$ cat src/usb_ep_irq_defines.vh
// Constants of the endpoint interrupt summary block.
// Included by the top design file of the block only; definitions only.
`ifndef USB_EP_IRQ_DEFINES_VH
`define USB_EP_IRQ_DEFINES_VH

// ----------------------------------------------------------------------
// Geometry
// ----------------------------------------------------------------------
`define EP_COUNT            6
`define EP_SRC_COUNT        5
`define REG_WIDTH           8
`define ADDR_WIDTH          4

// ----------------------------------------------------------------------
// Source positions within one endpoint's status word
// ----------------------------------------------------------------------
`define SRC_TX_COMPLETE     0
`define SRC_RX_BANK_ZERO    1
`define SRC_RX_BANK_ONE     2
`define SRC_SETUP_RECEIVED  3
`define SRC_STALL_CRC       4

// ----------------------------------------------------------------------
// Register offsets
// ----------------------------------------------------------------------
`define OFS_EP_SUMMARY      4'h0
`define OFS_EP_ENABLE       4'h1
`define OFS_IRQ_STATUS      4'h2
`define OFS_IRQ_CLEAR       4'h3
`define OFS_IRQ_ENABLE      4'h4

// ----------------------------------------------------------------------
// Reset values
// ----------------------------------------------------------------------
`define RST_EP_ENABLE       6'h00
`define RST_IRQ_ENABLE      6'h00

`endif

$ cat src/usb_endpoint_interrupt_summary.v
// Endpoint interrupt summary of a full-speed USB device controller.
// Assumes endpoint status sources come from another block, possibly
// another clock domain, and a one-cycle-read register port master.
`timescale 1ns/1ps
`include "usb_ep_irq_defines.vh"

module usb_endpoint_interrupt_summary #(
   parameter EPS  = `EP_COUNT,
   parameter SRCS = `EP_SRC_COUNT
) (
   input  wire                   clock_i,
   input  wire                   rst_n_i,
   input  wire [EPS*SRCS-1:0]    ep_sources_i,
   input  wire [`ADDR_WIDTH-1:0] addr_i,
   input  wire [`REG_WIDTH-1:0]  wdata_i,
   input  wire                   wr_i,
   input  wire                   rd_i,
   output reg  [`REG_WIDTH-1:0]  rdata_o,
   output reg                    usb_irq_o,
   output reg                    event_irq_o,
   output reg  [EPS-1:0]         ep_pending_o
);

   // -------------------------------------------------------------------
   // Reset release
   // -------------------------------------------------------------------
   reg rst_meta_r;
   reg rst_sync_r;
   always @(posedge clock_i or negedge rst_n_i) begin
      if (!rst_n_i) begin
         rst_meta_r <= 1'b0;
         rst_sync_r <= 1'b0;
      end else begin
         rst_meta_r <= 1'b1;
         rst_sync_r <= rst_meta_r;
      end
   end

   // -------------------------------------------------------------------
   // Source synchronisers
   // -------------------------------------------------------------------
   // Sources are levels, so a plain two-stage synchroniser is enough;
   // a source shorter than one clock may be missed, which is acceptable
   // because the status block holds them until software clears them.
   reg [EPS*SRCS-1:0] src_meta_r;
   reg [EPS*SRCS-1:0] src_sync_r;
   always @(posedge clock_i or negedge rst_sync_r) begin
      if (!rst_sync_r) begin
         src_meta_r <= {EPS*SRCS{1'b0}};
         src_sync_r <= {EPS*SRCS{1'b0}};
      end else begin
         src_meta_r <= ep_sources_i;
         src_sync_r <= src_meta_r;
      end
   end

   // -------------------------------------------------------------------
   // Summary flags
   // -------------------------------------------------------------------
   wire [EPS-1:0] pending_nxt;
   reg  [EPS-1:0] pending_r;

   ep_summary_or #(
      .EPS  (EPS),
      .SRCS (SRCS)
   ) u_or (
      .sources_i (src_sync_r),
      .pending_o (pending_nxt)
   );

   // Reloaded every cycle, so the flag falls as soon as all sources go.
   always @(posedge clock_i or negedge rst_sync_r) begin
      if (!rst_sync_r) begin
         pending_r <= {EPS{1'b0}};
      end else begin
         pending_r <= pending_nxt;
      end
   end

   // -------------------------------------------------------------------
   // Enable registers
   // -------------------------------------------------------------------
   reg  [EPS-1:0] ep_enable_r;
   reg  [EPS-1:0] irq_enable_r;
   wire wr_ep_enable  = wr_i && (addr_i == `OFS_EP_ENABLE);
   wire wr_irq_enable = wr_i && (addr_i == `OFS_IRQ_ENABLE);
   wire wr_irq_clear  = wr_i && (addr_i == `OFS_IRQ_CLEAR);

   always @(posedge clock_i or negedge rst_sync_r) begin
      if (!rst_sync_r) begin
         ep_enable_r  <= `RST_EP_ENABLE;
         irq_enable_r <= `RST_IRQ_ENABLE;
      end else begin
         if (wr_ep_enable) begin
            ep_enable_r <= wdata_i[EPS-1:0];
         end
         if (wr_irq_enable) begin
            irq_enable_r <= wdata_i[EPS-1:0];
         end
      end
   end

   // -------------------------------------------------------------------
   // Event status: rising edge of each summary flag
   // -------------------------------------------------------------------
   reg  [EPS-1:0] pending_d_r;
   wire [EPS-1:0] rise = pending_r & ~pending_d_r;
   wire [EPS-1:0] irq_status;
   wire [EPS-1:0] clear_mask = wr_irq_clear ? wdata_i[EPS-1:0]
                                            : {EPS{1'b0}};

   always @(posedge clock_i or negedge rst_sync_r) begin
      if (!rst_sync_r) begin
         pending_d_r <= {EPS{1'b0}};
      end else begin
         pending_d_r <= pending_r;
      end
   end

   sticky_status #(
      .W (EPS)
   ) u_sticky (
      .clock_i  (clock_i),
      .rst_n_i  (rst_sync_r),
      .set_i    (rise),
      .clear_i  (clear_mask),
      .status_o (irq_status)
   );

   // -------------------------------------------------------------------
   // Outputs
   // -------------------------------------------------------------------
   always @(posedge clock_i or negedge rst_sync_r) begin
      if (!rst_sync_r) begin
         usb_irq_o    <= 1'b0;
         event_irq_o  <= 1'b0;
         ep_pending_o <= {EPS{1'b0}};
      end else begin
         usb_irq_o    <= |(pending_nxt & ep_enable_r);
         event_irq_o  <= |(irq_status & irq_enable_r);
         ep_pending_o <= pending_nxt;
      end
   end

   // -------------------------------------------------------------------
   // Register read port
   // -------------------------------------------------------------------
   function [`REG_WIDTH-1:0] pad;
      input [EPS-1:0] v;
      begin
         pad = {`REG_WIDTH{1'b0}};
         pad[EPS-1:0] = v;
      end
   endfunction

   always @(posedge clock_i or negedge rst_sync_r) begin
      if (!rst_sync_r) begin
         rdata_o <= {`REG_WIDTH{1'b0}};
      end else if (rd_i) begin
         case (addr_i)
            `OFS_EP_SUMMARY: rdata_o <= pad(pending_r);
            `OFS_EP_ENABLE:  rdata_o <= pad(ep_enable_r);
            `OFS_IRQ_STATUS: rdata_o <= pad(irq_status);
            `OFS_IRQ_ENABLE: rdata_o <= pad(irq_enable_r);
            default:         rdata_o <= {`REG_WIDTH{1'b0}};
         endcase
      end else begin
         rdata_o <= {`REG_WIDTH{1'b0}};
      end
   end

endmodule // usb_endpoint_interrupt_summary

$ cat src/ep_summary_or.v
// Per-endpoint OR of the interrupt sources into summary flags.
// Sources arrive already synchronised to the system clock.
`timescale 1ns/1ps

module ep_summary_or #(
   parameter EPS  = 6,
   parameter SRCS = 5
) (
   input  wire [EPS*SRCS-1:0] sources_i,
   output reg  [EPS-1:0]      pending_o
);

   integer e;

   always @* begin
      pending_o = {EPS{1'b0}};
      for (e = 0; e < EPS; e = e + 1) begin
         pending_o[e] = |sources_i[e*SRCS +: SRCS];
      end
   end

endmodule // ep_summary_or

$ cat src/sticky_status.v
// Sticky event bits with write-one-to-clear; set wins over clear.
// Runs on the system clock with the synchronised reset.
`timescale 1ns/1ps

module sticky_status #(
   parameter W = 6
) (
   input  wire         clock_i,
   input  wire         rst_n_i,
   input  wire [W-1:0] set_i,
   input  wire [W-1:0] clear_i,
   output reg  [W-1:0] status_o
);

   always @(posedge clock_i or negedge rst_n_i) begin
      if (!rst_n_i) begin
         status_o <= {W{1'b0}};
      end else begin
         status_o <= (status_o & ~clear_i) | set_i;
      end
   end

endmodule // sticky_status

$ cat config.mk
export PLATFORM = sky130hd
export DESIGN_NAME = usb_endpoint_interrupt_summary
export DESIGN_NICKNAME = d
export VERILOG_FILES = /design/src/usb_endpoint_interrupt_summary.v /design/src/ep_summary_or.v /design/src/sticky_status.v
export VERILOG_INCLUDE_DIRS = /design/src
export SDC_FILE = /design/constraint.sdc
export NUM_CORES = 1
export LEC_CHECK = 0
export ABC_AREA = 1
export BUFFER_PORTS_ARGS = -buffer_cell sky130_fd_sc_hd__buf_2
export CAP_MARGIN = 10
export CORE_MARGIN = 8
export CORE_UTILIZATION = 30
export DETAILED_ROUTE_END_ITERATION = 7
export GPL_TIMING_DRIVEN = 0
export MAX_ROUTING_LAYER = met4
export PLACE_DENSITY = 0.6
export SYNTH_ARGS = -nofsm -noshare
export SYNTH_HDL_FRONTEND = slang
export SYNTH_SLANG_ARGS = --single-unit
$ cat constraint.sdc
create_clock -name clock_i -period 3.35 [get_ports clock_i]
set_clock_uncertainty 0.1 [all_clocks]
set_input_delay 0.67 -clock clock_i [delete_from_list [all_inputs] [get_ports clock_i]]
set_output_delay 0.67 -clock clock_i [all_outputs]
set_load 0.1 [all_outputs]
# After elaboration in Yosys (flattened, before gate mapping)
# Cells that the tools add are included.
# Widths: inputs -> output; s select.
dict set report totals {
  out_inout_bits 16
  register_bits 102
  in_bits 46
  word_cells 38
}
dict set report classes {
  eq_ne 4
  muxes 3
  bitwise_logic 7
  reduce_logical 12
}
# op n
set ops {}
lappend ops {{$reduce_or 5->1} 6}
lappend ops {{$and 6x6->6} 4}
lappend ops {{$pmux 6 s4} 1}
lappend ops {{$not 6->6} 2}
lappend ops {{$reduce_or 6->1} 2}
lappend ops {{$eq 4x2->1 const B} 2}
lappend ops {{$mux 8} 1}
lappend ops {{$mux 6} 1}
lappend ops {{$or 6x6->6} 1}
lappend ops {{$eq 4x1->1 const B} 1}
lappend ops {{$eq 4x3->1 const B} 1}
lappend ops {{$logic_not 4->1} 1}
lappend ops {{$logic_and 1x1->1} 3}

# Logic depth before layout (Yosys ltp)
# Gate-level depths: netlist (run 1).
dict set report logic_depth {
  word_depth 6
  ltp_mapped 6
  mapped_depth_nobuf 6
}

# By module
# A second synthesis (run 1) with hierarchy kept.
dict set report unflattened {
  cells_unflattened 295
  area_unflattened_um2 3335.7
}
# mod instances seq_area_each_um2 area_per_inst_um2 cells_per_inst
set by_module_without_submodules {}
lappend by_module_without_submodules {usb_endpoint_interrupt_summary 1 2352.3 2997.9 241}
lappend by_module_without_submodules {sticky_status 1 150.1 240.2 30}
lappend by_module_without_submodules {ep_summary_or 1 0.0 97.6 24}

# Worst setup path before layout (run 1)
# OpenSTA, ideal clock, no wires.
dict set report synth_path {
  kind {reg2out}
  start {register pending_r[0] (netlist name)}
  end {output port ep_pending_o[0]}
  path_buffers 0
  required_ns 2.580
  arrival_time_ns 0.909
  path_stages_with_launch 1
  path_slack_ns 1.671
  path_cell_list {dfrtp_1}
}
# item line
set synth_rtl {}
lappend synth_rtl {{end: declaration} usb_endpoint_interrupt_summary.v:21} ;# output reg [EPS-1:0] ep_pending_o

==> results of run 1 <==
## Yosys cell counts
master,count,area share (%)
nand3b_1,4,0.91
nor2_1,23,2.6
nand4_1,8,1.5
nor2_4,4,1.4
inv_2,1,0.11
nand2_2,4,0.76
nand3_1,13,2.0
nand2_1,33,3.7
buf_6,2,0.68
nand3_2,1,0.30
dfrtp_1,100,76
nor3_1,2,0.30
o21ai_2,10,2.6
buf_4,3,0.68
o21ai_0,20,3.0
inv_1,22,2.5
and3_4,1,0.34
conb_1,2,0.23
buf_12,1,0.61
## logic make-up after synthesis
kind of cell / share of synthesized area [%]
other: 0.227
flip-flops: 75.7
AO/OA/AOI/OAI: 5.68
buffers and inverters: 4.58
AND/OR/NAND/NOR: 13.8
## state kept, by name, indices dropped and copies added (netlist names), 6 cells and up
signal / cells
pending_d_r: 6
rdata_o: 6
src_sync_r: 30
src_meta_r: 30
u_sticky.status_o: 6
pending_r: 6
irq_enable_r: 6
ep_enable_r: 6
## worst paths after layout
| path | from | end | slack, ns | depth (start not counted) |
|---|---|---|---|---|
| max in group asynchronous | rst_sync_r | src_sync_r[0] | 2.32 | 1 |
| min in group clock_i | src_meta_r[17] | src_sync_r[17] | 0.25 | 0 |
| hold reg to reg | rst_sync_r | irq_enable_r[3] | 0.18 | 0 |
| setup reg to reg | src_sync_r[3] | usb_irq_o | 2.16 | 6 |
| hold / removal | rst_sync_r | irq_enable_r[3] | 0.18 | 0 |
| setup / recovery | pending_r[0] | ep_pending_o[0] | 1.42 | 1 |
## per-stage QoR
stage | instances | cell area (um2)
floorplan | 255 | 3310
global placement | 451 | 3760
detailed placement | 452 | 3800
CTS | 468 | 3990
global route | 468 | 3990
finish | 468 | 3990
## final cells by class
class | count | area (um2)
Fill cell | 1072 | 6800
Multi-Input combinational cell | 126 | 656
Clock inverter | 2 | 35.0
Tap cell | 140 | 175
Clock buffer | 13 | 149
Inverter | 23 | 86.3
Buffer | 6 | 65.1
Sequential cell | 100 | 2510
Timing Repair Buffer | 58 | 318
## power breakdown
| group | total (mW) | leakage [nW] | internal [mW] | switching [mW] |
|---|---|---|---|---|
| clock | 0.720 | 0.0935 | 0.362 | 0.358 |
| combinational | 0.268 | 0.664 | 0.0842 | 0.183 |
| sequential | 1.36 | 1.14 | 1.30 | 0.0602 |
| total | 2.35 | 1.90 | 1.75 | 0.602 |
## layer usage
| metal | wire length, um | global-route usage (%) | vias to the layer above |
|---|---|---|---|
| met3 | 378 | 3.44 | 7 |
| met5 | 0 | - | - |
| li1 | - | - | 944 |
| met2 | 2720 | 13.4 | 50 |
| met1 | 2740 | 10.7 | 924 |
| met4 | 104 | 4.45 | 0 |
==> impl_metrics.json, run 1 <==
{
  "status": "finished clean",
  "whs_ns": 0.175,
  "crit_buf_inv": 1,
  "numCtsBuffers": 9,
  "synth-seq-cells": 100,
  "yosysWarnings": 0,
  "drive_gt1_share_pct": 29.6,
  "area_delta_synth_final_pct": 20.7,
  "nets": 370,
  "htreeDepth": 3,
  "diodes": 0,
  "cts_hold_buf": 1,
  "syn_inst": 254,
  "critPathMaxFanout": 3,
  "avgSynthCellArea_um2": 13.0,
  "clockBufferDepth": 2,
  "cts_resized": 0,
  "hold_path_class": "flop to asynchronous set/reset pin",
  "place_congestion": 0.818,
  "finalHoldViolCount": 0,
  "final_util_pct": 37.0,
  "max_stage_delay_ns": 0.44,
  "final_common_cell": "dfrtp_1",
  "grt_first_pass_wirelength_um": 10000,
  "yosysUniqueCellTypes": 19,
  "pre_cts_slack_ns": 1.47,
  "final_cell_mix": "99 x dfrtp_1, 56 x buf_2, 33 x nand2_1",
  "yosysSeqAreaShare_pct": 75.7,
  "wl_per_cell_um": 12.7,
  "max_cap_violations": 0,
  "wl_um": 5940,
  "grt_max_degree": 68,
  "path_cells": "buf_2",
  "fin_tns_setup_ns": 0,
  "fmax_mhz": 518,
  "worst_slack_ns": 1.42,
  "start_util_pct": 30.6,
  "clkSinkCount": 100,
  "port_buffers": 56,
  "die_w_um": 121,
  "die_area_um2": 14600,
  "cts_tree": "built",
  "crit_family": "buffers and inverters",
  "worstPathRequired_ns": 2.58,
  "critPathKind": "flop to output port",
  "worstSkewPairLatency_ns": 0.34,
  "first_global_vias": 2079,
  "finalMaxSlewViolations": 0,
  "cp_data_arrival_time_ns": 1.16,
  "hpwl_um": 4390,
  "cts_setup_buffers": 0,
  "period_minus_slack_ns": 1.93,
  "rows": 38,
  "finalPower_mw": 2.35,
  "start_kind": "flop",
  "overflow": 0,
  "track_usage_pct": 9.09,
  "drtPass1Iterations": 4,
  "leakage_nw": 1.90,
  "grt_setup_unrepaired": "false",
  "coreArea_um2": 10800,
  "netlist_area_um2": 3310,
  "die_h_um": 121,
  "ir_drop_mv": 0.324,
  "antenna_left": 0,
  "antenna_found_initial": 0,
  "finalSetupViolCount": 0,
  "io_pins": 62,
  "finalCritPeriodShare_pct": 57.6,
  "drcViolationCount": 0,
  "critPathCaptureType": "output port",
  "vias": 1925,
  "path_clk_slew_ns": 0.09,
  "via_per_inst": 4.11,
  "p_per_area_nw_per_um2": 589,
  "crit_slowest_cell": "buf_2",
  "drt-initial-drc-count": 99,
  "cts-root-buf": "clkbuf_8"
}
No activity file was read; power rests on OpenSTA's default activity.
==> run 2, diff against run 1 <==
--- a/config.mk
+++ b/config.mk
@@ -14,7 +14,7 @@
 export DETAILED_ROUTE_END_ITERATION = 7
 export GPL_TIMING_DRIVEN = 0
 export MAX_ROUTING_LAYER = met4
-export PLACE_DENSITY = 0.6
+export PLACE_DENSITY = 0.62
 export SYNTH_ARGS = -nofsm -noshare
 export SYNTH_HDL_FRONTEND = slang
 export SYNTH_SLANG_ARGS = --single-unit
==> constraint.sdc (replaced) <==
create_clock -name clock_i -period 1.7 [get_ports clock_i]
set_clock_uncertainty 0.1 [all_clocks]
set_input_delay 0.34 -clock clock_i [delete_from_list [all_inputs] [get_ports clock_i]]
set_output_delay 0.34 -clock clock_i [all_outputs]
set_load 0.1 [all_outputs]
==> run 2 against run 1 <==
Effect of this change:
- flip-flop and latch count is the same
- via count grew 7.1%
- worst hold slack lost 0.071 ns
- clock power grew 110%
- sequential power grew 98%
- die area is the same
- core utilization grew 2.9 points
- setup slack lost 1.3 ns
- count of clock-buffer cells in the layout is the same
- global-route usage grew 0.38 points
- total power grew 100%
- cell count grew 6.6%
- largest cell class unchanged
- highest routed layer unchanged
==> impl_metrics.json, run 2 (synthesis gave the netlist of run 1 again) <==
{
  "grt_first_pass_wirelength_um": 10500,
  "ir_drop_mv": 0.459,
  "hpwl_um": 4270,
  "p_per_area_nw_per_um2": 1110,
  "place_congestion": 0.825,
  "antenna_found_initial": 0,
  "io_pins": 62,
  "whs_ns": 0.104,
  "fmax_mhz": 623,
  "cp_data_arrival_time_ns": 1.16,
  "rr_endpoint": "usb_irq_o",
  "path_cells": "buf_2",
  "final_cell_mix": "99 x dfrtp_1, 56 x buf_2, 33 x nand2_1",
  "clkSinkCount": 100,
  "cts_resized": 0,
  "reg_top3": "src_meta_r (30), src_sync_r (30)",
  "diodes": 0,
  "via_per_inst": 4.13,
  "critPathMaxFanout": 3,
  "crit_family": "buffers and inverters",
  "cts_tree": "built",
  "crit_slowest_cell": "buf_2",
  "finalMaxSlewViolations": 0,
  "hold_path_class": "primary input to flop",
  "vias": 2061,
  "finalHoldViolCount": 0,
  "drt-initial-drc-count": 75,
  "fin_tns_setup_ns": 0,
  "rr_worst_depth": 6,
  "worstSkewPairLatency_ns": 0.35,
  "rrSetupSlack_ns": 0.54,
  "drive_gt1_share_pct": 27.6,
  "worstPathRequired_ns": 1.26,
  "clockBufferDepth": 2,
  "min_to": "irq_enable_r[2]",
  "layoutNonFillerInstCount": 499,
  "die_w_um": 121,
  "leakage_nw": 2.02,
  "design_area_um2": 4300,
  "n_fill_cell": 1016,
  "wl_um": 6150,
  "rows": 38,
  "nets": 400,
  "drtPass1Iterations": 4,
  "htreeDepth": 3,
  "coreArea_um2": 10800,
  "min_from": "wdata_i[2]",
  "critPathKind": "flop to output port",
  "drcViolationCount": 0,
  "start_kind": "flop",
  "numCtsBuffers": 9,
  "finalSetupViolCount": 0,
  "critPathCaptureType": "output port",
  "final_common_cell": "dfrtp_1",
  "relSlewSlack_pct": 56.0,
  "hold_depth": 3,
  "max_cap_violations": 0,
  "track_usage_pct": 9.47,
  "dp_cells": 451,
  "finalCritPeriodShare_pct": 94.4,
  "die_h_um": 121,
  "wl_per_cell_um": 12.3,
  "grt_max_degree": 99,
  "max_stage_delay_ns": 0.44,
  "crit_buf_inv": 1,
  "tightest_slew_ns": 0.659,
  "antenna_left": 0,
  "cts-root-buf": "clkbuf_8",
  "place_area_um2": 3770,
  "die_area_um2": 14600,
  "path_clk_slew_ns": 0.09,
  "grt_setup_unrepaired": "false",
  "port_buffers": 56,
  "area_delta_synth_final_pct": 30.2,
  "first_global_vias": 2188,
  "status": "finished clean",
  "start_util_pct": 30.6,
  "r2r_start": "src_sync_r[1]",
  "period_minus_slack_ns": 1.60,
  "overflow": 0
}
## run 2: cell count changes in the layout (fill, tap and decap cells not counted)
cell           delta
dlygate4sd3_1    +30
clkinvlp_4        +2
buf_12            +1
buf_16            -1
clkbuf_1          -1
clkbuf_8          +1
clkinv_2          -1
## run 2: worst max-delay path by stage
stage / from / end / slack (ns) / cells past startpoint
finish: pending_r[0] / ep_pending_o[0] / 0.1 / 1
global route: pending_r[3] / ep_pending_o[3] / 0.03 / 1
CTS: pending_r[0] / ep_pending_o[0] / 0.06 / 1
detailed placement: addr_i[3] / u_sticky.status_o[4] / 0.16 / 5
global placement: addr_i[3] / u_sticky.status_o[0] / 0.19 / 5
floorplan: pending_r[0] / rdata_o[0] / 0.22 / 4
## run 2: worst min-delay path: cells and delay by family
family          cells  cell delay, ns
simple gates        1            0.05
compound gates      1            0.04
buf+inv             1            0.09
## run 2: power by group
| part | switching, mW | total, mW | internal [mW] |
|---|---|---|---|
| registers | 0.129 | 2.69 | 2.56 |
| clock network | 0.747 | 1.51 | 0.763 |
| logic | 0.362 | 0.570 | 0.209 |
| total | 1.24 | 4.77 | 3.54 |
## run 2: metal layers
layer  vias up  part of all wire, %  global-route usage [%]
met4         0                  1.7                    3.98
met2        61                   48                    13.9
met3         8                  6.9                    3.21
li1       1004                    -                       -
met1       988                   44                    11.7
met5         -                    0                       -
## run 2: through the flow
step                total power, mW  utilization, %  setup WS (ns)
floorplan                      3.09               -          0.218
detailed placement             3.26            34.9          0.158
global placement               3.23            34.9          0.191
finish                         4.77            39.9         0.0953
CTS                            4.84            39.7         0.0628
global route                   5.06            39.9         0.0302
## run 2: repair_timing
action                    4_1_cts  5_1_grt
setup buffers                   0        0
hold buffers                   31        0
hold endpoints to repair       32        0
## run 2: cell type report
type / instances / area [um2] / share of cell area (%)
Sequential cell: 100 / 2510 / 58.2
Multi-Input combinational cell: 126 / 656 / 15.2
Timing Repair Buffer: 88 / 611 / 14.2
Tap cell: 140 / 175 / 4.07
Clock buffer: 13 / 159 / 3.69
Inverter: 23 / 86.3 / 2.01
Buffer: 6 / 65.1 / 1.51
Clock inverter: 3 / 45.0 / 1.05
